File: config.mk
export PLATFORM = sky130hd
export DESIGN_NAME = ras_sysregs
export DESIGN_NICKNAME = d
export VERILOG_FILES = /design/src/hw/ras_sysregs.v /design/src/hw/ras_win_mux.v
export VERILOG_INCLUDE_DIRS = /design/src /design/src/hw
export SDC_FILE = /design/constraint.sdc
export NUM_CORES = 1
export LEC_CHECK = 0
export BUFFER_PORTS_ARGS = -buffer_cell sky130_fd_sc_hd__buf_2
export CAP_MARGIN = 15
export CORE_MARGIN = 5
export CORE_UTILIZATION = 50
export DETAILED_ROUTE_END_ITERATION = 16
export GPL_ROUTABILITY_DRIVEN = 1
export HOLD_SLACK_MARGIN = 0.02
export PLACE_DENSITY = 0.91
export SYNTH_ARGS = -nofsm -noshare
export SYNTH_HDL_FRONTEND = slang
export SYNTH_HIERARCHICAL = 1
export SYNTH_SLANG_ARGS = --single-unit
File: constraint.sdc
create_clock -name mclk -period 2.7 [get_ports mclk]
set_input_delay 0.27 -clock mclk [delete_from_list [all_inputs] [get_ports mclk]]
set_output_delay 0.27 -clock mclk [all_outputs]
set_load 0.005 [all_outputs]
File: src/hw/ras_defs.vh
// register selectors, field positions and constant values for the error record system registers
`ifndef RAS_DEFS_VH
`define RAS_DEFS_VH
`define RAS_SEL_DEFERRED_ERROR_STATUS_CODE 3'h0
`define RAS_SEL_COUNT 3'h1
`define RAS_SEL_SELECT 3'h2
`define RAS_SEL_ADDR_LO 3'h3
`define RAS_SEL_ADDR_HI 3'h4
`define RAS_SEL_CTRL_LO 3'h5
`define RAS_SEL_CTRL_HI 3'h6
`define RAS_SEL_FEAT_LO 3'h7
`define RAS_DEF_BIT 31
`define RAS_AET_HI 15
`define RAS_AET_LO 14
`define RAS_AET2_HI 11
`define RAS_AET2_LO 10
`define RAS_AET_UEU 2'h1
`define RAS_FMT_BIT 9
`define RAS_FS4_BIT 10
`define RAS_RECORD_COUNT 16'h0002
`define RAS_CTRL_HI_MASK 32'h7FFFFFFF
`define RAS_SELECT_RESET 1'h0
`endif

File: src/hw/ras_sysregs.v
// error record system registers: deferred status, record count, select and windows
`timescale 1ns/1ps
`include "ras_defs.vh"
// Operation
// - deferred flag bit 31 set when a barrier defers a system error interrupt
// - both EL1 layouts report error kind 0b01 in bits 15:14
// - short layout: fault code bit 4 at 10, bits 3:0 low, bit 9 format indicator
// - long layout: bit 9 format indicator, six-bit code in 5:0, 11:10 zero
// - format indicator stores software's value and steers nothing
// - EL2 writes use layout: flag 31, kind 11:10, code 5:0, rest zero
// - EL2 flag held zero without synchronizable error sources
// - abort kind bit 12 reads zero in EL1 layouts
// - record count reads 0x0002 in low half, zero above
// - select bit 0 picks core record or cluster record for windows
// - select register keeps its value through warm reset
// - low address window reaches address bits 31:0
// - high address window reaches address bits 63:32
// - low control window reaches control bits 31:0
// - record 1 accesses go to the cluster record over the link
// - one count and one select register for both security states
// - high control window reaches control bits 62:32
// - low feature window reaches feature bits 31:0
module ras_sysregs #(
    parameter HAS_SYNC_SOURCES = 1
) (
    input wire mclk,
    input wire resetn,
    input wire cold_resetn,
    input wire clk_en,
    input wire reg_wr,
    input wire reg_rd,
    input wire [2:0] reg_sel,
    input wire [31:0] reg_wdata,
    input wire wr_at_el2,
    input wire long_format_enable,
    output reg [31:0] reg_rdata,
    output reg reg_rvalid,
    input wire error_sync_barrier,
    input wire [5:0] fault_status_code,
    output reg [63:0] core_addr_reg,
    output reg [63:0] core_ctrl_reg,
    input wire [31:0] core_feature,
    output reg clu_req,
    output reg clu_wr,
    output reg [2:0] clu_sel,
    output reg [31:0] clu_wdata,
    input wire [31:0] clu_rdata,
    output reg deferred_pending
);
    reg def_flag_reg;
    reg [1:0] layout_reg;
    reg [5:0] code_reg;
    reg format_indicator_reg;
    reg select_reg;
    reg [31:0] rd_next;
    reg [31:0] core_rd;
    wire win_acc;
    wire core_en;
    wire clu_en;
    wire [31:0] win_rdata;
    wire flag_allowed;
    localparam LAY_SHORT = 2'h0;
    localparam LAY_LONG = 2'h1;
    localparam LAY_EL2 = 2'h2;

    function is_window;
        input [2:0] s;
        begin
            is_window = (s >= `RAS_SEL_ADDR_LO);
        end
    endfunction

    assign win_acc = (reg_wr | reg_rd) & is_window(reg_sel);
    assign flag_allowed = (HAS_SYNC_SOURCES != 0) | (layout_reg != LAY_EL2);

    ras_win_mux u_mux (
        .sel(select_reg),
        .acc_en(win_acc),
        .core_rdata(core_rd),
        .clu_rdata(clu_rdata),
        .core_en(core_en),
        .clu_en(clu_en),
        .rdata(win_rdata)
    );

    // deferred status storage
    always @(posedge mclk or negedge resetn)
    begin
        if (!resetn)
        begin
            def_flag_reg <= 1'b0;
            layout_reg <= LAY_SHORT;
            code_reg <= 6'h00;
            format_indicator_reg <= 1'b0;
            deferred_pending <= 1'b0;
        end
        else if (clk_en)
        begin
            if (reg_wr && reg_sel == `RAS_SEL_DEFERRED_ERROR_STATUS_CODE)
            begin
                if (wr_at_el2)
                begin
                    layout_reg <= LAY_EL2;
                    code_reg <= reg_wdata[5:0];
                    format_indicator_reg <= 1'b0;
                end
                else if (long_format_enable)
                begin
                    layout_reg <= LAY_LONG;
                    code_reg <= reg_wdata[5:0];
                    format_indicator_reg <= reg_wdata[`RAS_FMT_BIT];
                end
                else
                begin
                    layout_reg <= LAY_SHORT;
                    code_reg <= {1'b0, reg_wdata[`RAS_FS4_BIT], reg_wdata[3:0]};
                    format_indicator_reg <= reg_wdata[`RAS_FMT_BIT];
                end
            end
            // barrier set wins over a software write
            if (error_sync_barrier)
            begin
                def_flag_reg <= 1'b1;
                code_reg <= fault_status_code;
                format_indicator_reg <= long_format_enable;
                layout_reg <= long_format_enable ? LAY_LONG : LAY_SHORT;
            end
            else if (reg_wr && reg_sel == `RAS_SEL_DEFERRED_ERROR_STATUS_CODE)
                def_flag_reg <= reg_wdata[`RAS_DEF_BIT] &
                    ((HAS_SYNC_SOURCES != 0) | ~wr_at_el2);
            deferred_pending <= error_sync_barrier | def_flag_reg;
        end
    end

    // select register, cold reset only
    always @(posedge mclk or negedge cold_resetn)
    begin
        if (!cold_resetn)
            select_reg <= `RAS_SELECT_RESET;
        else if (clk_en && reg_wr && reg_sel == `RAS_SEL_SELECT)
            select_reg <= reg_wdata[0];
    end

    // core record storage
    always @(posedge mclk or negedge resetn)
    begin
        if (!resetn)
        begin
            core_addr_reg <= 64'h0000000000000000;
            core_ctrl_reg <= 64'h0000000000000000;
        end
        else if (clk_en && reg_wr && core_en)
        begin
            case (reg_sel)
                `RAS_SEL_ADDR_LO: core_addr_reg[31:0] <= reg_wdata;
                `RAS_SEL_ADDR_HI: core_addr_reg[63:32] <= reg_wdata;
                `RAS_SEL_CTRL_LO: core_ctrl_reg[31:0] <= reg_wdata;
                `RAS_SEL_CTRL_HI: core_ctrl_reg[62:32] <= reg_wdata[30:0];
                default: core_ctrl_reg <= core_ctrl_reg;
            endcase
        end
    end

    always @*
    begin
        case (reg_sel)
            `RAS_SEL_ADDR_LO: core_rd = core_addr_reg[31:0];
            `RAS_SEL_ADDR_HI: core_rd = core_addr_reg[63:32];
            `RAS_SEL_CTRL_LO: core_rd = core_ctrl_reg[31:0];
            `RAS_SEL_CTRL_HI: core_rd = core_ctrl_reg[63:32] & `RAS_CTRL_HI_MASK;
            `RAS_SEL_FEAT_LO: core_rd = core_feature;
            default: core_rd = 32'h00000000;
        endcase
    end

    // read data assembly
    always @*
    begin
        rd_next = 32'h00000000;
        case (reg_sel)
            `RAS_SEL_DEFERRED_ERROR_STATUS_CODE:
            begin
                rd_next[`RAS_DEF_BIT] = def_flag_reg & flag_allowed;
                case (layout_reg)
                    LAY_EL2:
                    begin
                        rd_next[`RAS_AET2_HI:`RAS_AET2_LO] = `RAS_AET_UEU;
                        rd_next[5:0] = code_reg;
                    end
                    LAY_LONG:
                    begin
                        rd_next[`RAS_AET_HI:`RAS_AET_LO] = `RAS_AET_UEU;
                        rd_next[`RAS_FMT_BIT] = format_indicator_reg;
                        rd_next[5:0] = code_reg;
                    end
                    default:
                    begin
                        rd_next[`RAS_AET_HI:`RAS_AET_LO] = `RAS_AET_UEU;
                        rd_next[`RAS_FS4_BIT] = code_reg[4];
                        rd_next[`RAS_FMT_BIT] = format_indicator_reg;
                        rd_next[3:0] = code_reg[3:0];
                    end
                endcase
                // bit 12 never set in any layout
            end
            `RAS_SEL_COUNT: rd_next[15:0] = `RAS_RECORD_COUNT;
            `RAS_SEL_SELECT: rd_next[0] = select_reg;
            default: rd_next = win_rdata;
        endcase
    end

    // read port and cluster link
    always @(posedge mclk or negedge resetn)
    begin
        if (!resetn)
        begin
            reg_rdata <= 32'h00000000;
            reg_rvalid <= 1'b0;
            clu_req <= 1'b0;
            clu_wr <= 1'b0;
            clu_sel <= 3'h0;
            clu_wdata <= 32'h00000000;
        end
        else if (clk_en)
        begin
            reg_rvalid <= reg_rd;
            if (reg_rd)
                reg_rdata <= rd_next;
            clu_req <= clu_en & reg_wr;
            clu_wr <= clu_en & reg_wr;
            if (clu_en)
            begin
                clu_sel <= reg_sel;
                clu_wdata <= reg_wdata;
            end
        end
    end
endmodule

File: src/hw/ras_win_mux.v
// routes a windowed record access to the core record or the shared cluster record
`timescale 1ns/1ps
module ras_win_mux (
    input wire sel,
    input wire acc_en,
    input wire [31:0] core_rdata,
    input wire [31:0] clu_rdata,
    output wire core_en,
    output wire clu_en,
    output wire [31:0] rdata
);
    assign core_en = acc_en & ~sel;
    assign clu_en = acc_en & sel;
    assign rdata = sel ? clu_rdata : core_rdata;
endmodule

==> summary.md, run 1 <==
| Metric | Value |
|---|---|
| Run status | `complete, no violations` |
| Dpl hpwl | `20.6 mm` |
| Die ar. | `~22000 um^2` |
| Total grt overflow | `0` |
| Max-Cap Viols | `0` |
| Placement Rows | `51` |
| Post-CTS setup buffers | `0` |
| Vias post-DR | `between 7000 and 8000` |
| Sequential share of the synthesized area | `0.534` |
| Pins over their slew limit | `0` |
| Later-pin clock latency in the skew report | `roughly 0.5 ns` |
| Nets@finish | `1083` |
| Synthesis warning total | `6` |
| Final instance area | `12400 um^2` |
| Max reg flops | `64` |
| Final WL | `29.4 mm` |
| Core box area | `19300 um^2` |
| Post-synthesis xor/xnor area fraction | `0` |
| Drt via density | `roughly 5.7` |
| Iteration-0 DRC Markers | `321` |
| Netlist Area Pre-Place | `9740 um^2` |
| Synth Area in Simple Gates | `0.0290` |
| Final setup vio count | `0` |
| Synth Net Count | `between 700 and 800` |
| Initial Util | `0.504` |
| Ys async rst share | `1.00` |
| Worst r2r src | `select_reg` |
| Pwr Density | `817 nW/um^2` |
| Worst r2r path cells | `5` |
| Max VDD drop | `around 0.57 mV` |
| Leak pwr | `6.32 nW` |
| Setup CP Type | `flop to flop` |
| Critical Path End Type | `flop` |
| DRC | `0` |
| Antenna violations before repair | `2` |
| Worst-path maximum fanout | `20` |
| H-tree levels | `1` |
| Syn avg cell area | `14.9 um^2` |
| Relative slew slack | `0.431` |
| Clock Tree Buf Depth | `3` |
| Gpl congestion | `0.857` |
| Startpoint types | `flop` |
| Clk Tree Root Cell | `clkbuf_16` |
| Post-synthesis adder-cell area fraction | `0.00128` |
| Critical Path RT | `between 3 and 4 ns` |
| CTS sink count | `208` |
| Clock Pin Slew Worst Setup and Hold Paths | `0.06 ns` |
| FF+latch count, synth | `~210` |
| Layout cells sized above 1 | `0.615` |
| Peak Freq | `493 MHz` |
| Total CTS buffers | `23` |
| Die height | `150 um` |
| Die W | `150 um` |
| Slew at the pin closest to its max-slew limit | `about 0.85 ns` |
| Post-route ant nets | `0` |
| Final hold violations | `0` |
| Mapped Cells | `between 600 and 700` |
| CTS tree | `built` |
| Synthesis-to-finish area growth | `26.8%` |
| R2r setup slk | `0.67 ns` |
| Critical Path AT | `around 2.4 ns` |
| Wire per inst | `23.6 um` |
| Critical Path Sink | `core_addr_reg[39]` |
| Crit path launch | `select_reg` |
| GRT Overall Usage | `0.261` |
| Setup TNS | `0 ns` |
| Compound-Gate Fraction of Synth Area | `0.0769` |
| Port bufs | `311` |
| Largest family of logic cells by synthesized area | `multiplexers` |
| Cell area after placement | `around 12000 um^2` |
| Fin crit period | `roughly 2.0 ns` |
| WHS Path Cells | `3` |
| DR pass1 iterations | `4` |
| Post-synth EDFFs | `0` |
| Vias in the first global route | `7887` |
| Largest net degree at the start of global routing | `78` |
| RSZ-0062 raised after global routing | `false` |
| Finished Core Util | `0.639` |
| Reg2reg end | `core_addr_reg[39]` |
| First-pass GRT wire length | `45.2 mm` |
| Distinct cell type count after synthesis | `44` |
| Fin crit share | `0.752` |
| Worst Hold Class | `primary input to flop` |
| Clk_skew | `0.0125 ns` |
| Post-synth top flop | `dfrtp_1` |
| Mux share of post-synthesis cell area | `0.322` |
| IO Count | `313` |
-- layer usage --
layer / global-route usage / vias up / wire, um
met2: 0.443 / 361 / 14800
met3: 0.0615 / 65 / 2390
li1: - / 3062 / -
met5: 0 / - / 20
met1: 0.329 / 3603 / 11400
met4: 0.0929 / 2 / 817
-- metrics by stage --
stage | total power [mW] | worst slack (ns) | cells | hold slack, ns
after floorplan | 5.73 | 0.375 | 656 | -0.0256
after global placement | 6.89 | 0.467 | 1206 | 0.0531
after detailed placement | 7.05 | 0.430 | 1206 | 0.0602
after CTS | 10.2 | 0.687 | 1246 | 0.0324
after global routing | 10.6 | 0.582 | 1247 | 0.0482
final | 10.1 | 0.671 | 1247 | 0.0485
-- report_power, final --
group	internal, mW	total (mW)	leakage (nW)	switching (mW)
clock	1.85	3.11	0.370	1.26
combinational	1.53	2.61	3.30	1.09
sequential	3.86	4.37	2.65	0.517
-- final cells by class --
class	count	area, um^2
antenna	1	2.50
clock buffer	29	638
clock inverter	9	98.8
fill	1452	6980
inverter	8	30.0
multi-input combinational	388	4220
sequential	208	5210
tap	265	332
timing repair buffer	339	1830
-- kinds of logic after synthesis --
| logic type | count (synthesis) |
|---|---|
| AOI/OAI and AO/OA | 101 |
| DFF | 208 |
| muxes | 230 |
| buffers and inverters | 60 |
| other | 1 |
| and+or+nand+nor | 55 |
| adders and majority gates | 1 |
-- worst max-delay path, cell delays in order, from the launching register on --
cell,delay [ns]
dfrtp_2,0.41
nor2b_1,0.18
nand4_2,0.22
or3_2,0.48
buf_4,0.28
mux2_4,0.34
-- cell usage after synthesis, drive strengths merged, types with 2 or more instances --
library cell | number | area [um^2]
a22oi | 8 | 60.1
mux4 | 31 | 698
nor3 | 3 | 20.0
a31oi | 2 | 12.5
nand2 | 25 | 93.8
clkbuf | 20 | 76.3
nand3 | 2 | 10.0
a22o | 55 | 482
nor2 | 14 | 55.1
mux2 | 193 | 2380
a21oi | 4 | 20.0
inv | 8 | 30.0
o21ai | 27 | 135
mux2i | 6 | 60.1
buf | 32 | 241
dfrtp | 208 | 5200
nor3b | 3 | 27.5
-- cell usage in the layout (no fill, tap or decap), drive strengths merged, types with 2 or more instances in the layout --
| master | instances |
|---|---|
| buf | 336 |
| dfrtp | 208 |
| mux2 | 193 |
| a22o | 55 |
| mux4 | 31 |
| clkbuf | 30 |
| o21ai | 27 |
| nand2 | 25 |
| nor2 | 14 |
| inv | 8 |
| a22oi | 8 |
| clkinv | 7 |
| mux2i | 6 |
| a21oi | 4 |
| nor3 | 3 |
| nor3b | 3 |
| a31oi | 2 |
| nand3 | 2 |
| bufinv | 2 |
| dlygate4sd3 | 2 |
-- timing repair --
action                                 in CTS  in global routing
endpoints found under the hold margin      75                  0
hold buffers                                2                  0
gates resized for setup                     0                  0
-- worst min-delay path by stage --
stage / start / endpoint / slack, ns
global route: reg_wdata[24] / core_addr_reg[56] / 0.05
floorplan: resetn / clu_sel[0] / -0.03
CTS: long_format_enable / layout_reg[0] / 0.03
finish: long_format_enable / layout_reg[0] / 0.05
detailed placement: cold_resetn / select_reg / 0.06
global placement: cold_resetn / select_reg / 0.05
Note: power is estimated with default switching activity, not from simulation.
==> run 2, diff against run 1 <==
- CORE_UTILIZATION: 50 -> 46
- PLACE_DENSITY: 0.91 -> 0.88
- clock period: 2.7 -> 1.8 ns (I/O delays scaled with it)
==> run 2 against run 1 <==
The flow now finishes with violations (setup timing); clock-buffer cell count rose by 5; non-clock buffer count increased by 91; sequential share of layout area is 3.8 points lower; largest cell class unchanged; setup slack got worse by 0.69 ns; global-route usage fell by 0.76 points; via count increased by 8.7%; clock power up 50%; critical path depth grew 1; clock skew rose by 0.0071 ns.
==> summary.md, run 2 (synthesis gave the netlist of run 1 again) <==
| Metric | Value |
|---|---|
| IO Count | `313` |
| Later-pin clock latency in the skew report | `around 0.51 ns` |
| Iteration-0 DRC Markers | `445` |
| Critical Path End Type | `flop` |
| Run status | `finished, violations left` |
| Leak pwr | `between 6 and 7 nW` |
| Pins over their slew limit | `0` |
| Antenna Cells | `0` |
| Final WL | `32.7 mm` |
| Startpoint types | `flop` |
| Die W | `156 um` |
| P_int | `11.1 mW` |
| Worst r2r src | `select_reg` |
| Setup TNS | `-0.243 ns` |
| Fin crit share | `1.01` |
| Slew at the pin closest to its max-slew limit | `just over 0.9 ns` |
| Vias in the first global route | `roughly 8300` |
| Antenna violations before repair | `1` |
| Fill cells | `1499` |
| Violated checks | `setup timing` |
| Core box area | `21000 um^2` |
| Combinational share of power | `0.277` |
| Final setup vio count | `29` |
| Sequential power share | `0.424` |
| Multi-input logic area | `around 4300 um^2` |
| Post-route ant nets | `0` |
| Critical Path Sink | `core_addr_reg[48]` |
| Vias post-DR | `7710` |
| Initial Util | `0.465` |
| Max VDD drop | `0.808 mV` |
| Fin crit period | `1.82 ns` |
| Clock Tree Buf Depth | `3` |
| Total CTS buffers | `23` |
| Clk_skew | `between 0.015 and 0.02 ns` |
| Sw Pwr | `roughly 4.5 mW` |
| Pwr Density | `1150 nW/um^2` |
| Worst Hold Class | `primary input to flop` |
| Worst-path maximum fanout | `19` |
| DRC | `0` |
| Largest net degree at the start of global routing | `54` |
| RSZ-0062 raised after global routing | `true` |
| CTS tree | `built` |
| DR pass1 iterations | `4` |
| Max reg flops | `64` |
| Max-Cap Viols | `0` |
| R2r setup slk | `-0.02 ns` |
| Setup CP Type | `flop to flop` |
| CP peak stage delay | `0.43 ns` |
| Most common cell after layout, fill and taps aside | `buf_2` |
| Pre-CTS setup slack | `-0.265 ns` |
| Layout cells sized above 1 | `0.610` |
| Clk Tree Root Cell | `clkbuf_16` |
| Gpl congestion | `between 0.8 and 0.9` |
| Nets@finish | `1174` |
| GRT Overall Usage | `0.254` |
| CP max stage cell | `dfrtp_2` |
| Final hold violations | `0` |
| Crit path launch | `select_reg` |
| Wire per inst | `24.3 um` |
| Setup ws final | `-0.0221 ns` |
| Total grt overflow | `0` |
| Placement Rows | `53` |
| Seq. cell area | `about 5200 um^2` |
| Most frequent cells in the layout | `buf_2, dfrtp_1, mux2_2` |
| Dpl hpwl | `around 22 mm` |
| Critical Path RT | `2.18 ns` |
| Die height | `156 um` |
| Synthesis-to-finish area growth | `39.3%` |
| Drt via density | `between 5 and 6` |
| CTS sink count | `208` |
| Peak Freq | `around 550 MHz` |
| Worst r2r path cells | `6` |
| H-tree levels | `1` |
| Sw Share | `0.286` |
| Port bufs | `311` |
| Cell Chain, Critical Path | `nor2b_4 > nand4_4 > buf_4 > or3_4 > buf_12 > mux2_4` |
| Relative slew slack | `0.381` |
| First-pass GRT wire length | `about 48 mm` |
| Die ar. | `about 24000 um^2` |
| Clock power share | `0.299` |
| Reg2reg end | `core_addr_reg[48]` |
| Clock Pin Slew Worst Setup and Hold Paths | `0.06 ns` |
| Critical Path AT | `2.20 ns` |
## run 2: cell types whose count changed in the layout (fill, tap and decap cells not counted), sizes merged, moves of 5 or more
cell         previous run  this run
buf                   336       377
clkbuf                 30        40
clkinv                  7         2
dlygate4sd3             2        47
## run 2: routing by layer
layer  GRT usage  routed length, um
met5           0                 12
met4      0.0871               1030
met3      0.0613               2750
met2       0.429              16200
met1       0.321              12700
## run 2: how the worst min path moves through the flow
| stage | startpoint | end | cells past startpoint |
|---|---|---|---|
| finish | clu_rdata[19] | reg_rdata[19] | 3 |
| global route | clu_rdata[19] | reg_rdata[19] | 3 |
| CTS | wr_at_el2 | layout_reg[1] | 3 |
| detailed placement | cold_resetn | select_reg | 1 |
| global placement | cold_resetn | select_reg | 1 |
| floorplan | resetn | clu_sel[0] | 0 |
## run 2: final cells by class
| type | count | area share |
|---|---|---|
| clock inverters | 5 | 0.00415 |
| clock buffers | 34 | 0.0506 |
| well taps | 275 | 0.0254 |
| multi-input cells | 388 | 0.320 |
| flip-flops and latches | 208 | 0.384 |
| inverters | 8 | 0.00221 |
| repair buffers | 430 | 0.214 |
## run 2: critical path: cells and delay by family (launching register included)
family        cells  cell delay (ns)
simple gates      3             0.60
flops             1             0.43
buf+inv           2             0.35
mux               1             0.31
## run 2: power groups by stage
stage / Combinational [mW] / Clock (mW) / Sequential, mW
final: 4.31 / 4.65 / 6.60
after CTS: 4.15 / 4.73 / 6.58
after detailed placement: 4.03 / 0 / 6.64
after global placement: 3.90 / 0 / 6.56
after global routing: 4.61 / 4.92 / 6.73
after floorplan: 2.04 / 0 / 6.58
## run 2: what timing repair did
| item | in CTS | in global routing |
|---|---|---|
| pin swaps | 0 | 3 |
| buffers inserted | 2 | 12 |
| resized for setup | 8 | 28 |
| gates cloned | 1 | 5 |
| hold endpoints to repair | 304 | 0 |
| endpoints found under the setup margin | 44 | 69 |
| hold buffers | 47 | 0 |
## run 2: stage by stage
step                std cells  area [um^2]  hold slack (ns)  power, mW   util
global placement         1243        12000          -0.0332       10.5  0.572
global route             1348        13600           0.0325       16.3  0.647
CTS                      1332        13300           0.0245       15.5  0.634
floorplan                 656         9820           -0.116       8.62      -
finish                   1348        13600           0.0436       15.6  0.647
detailed placement       1243        12000          -0.0323       10.7  0.572
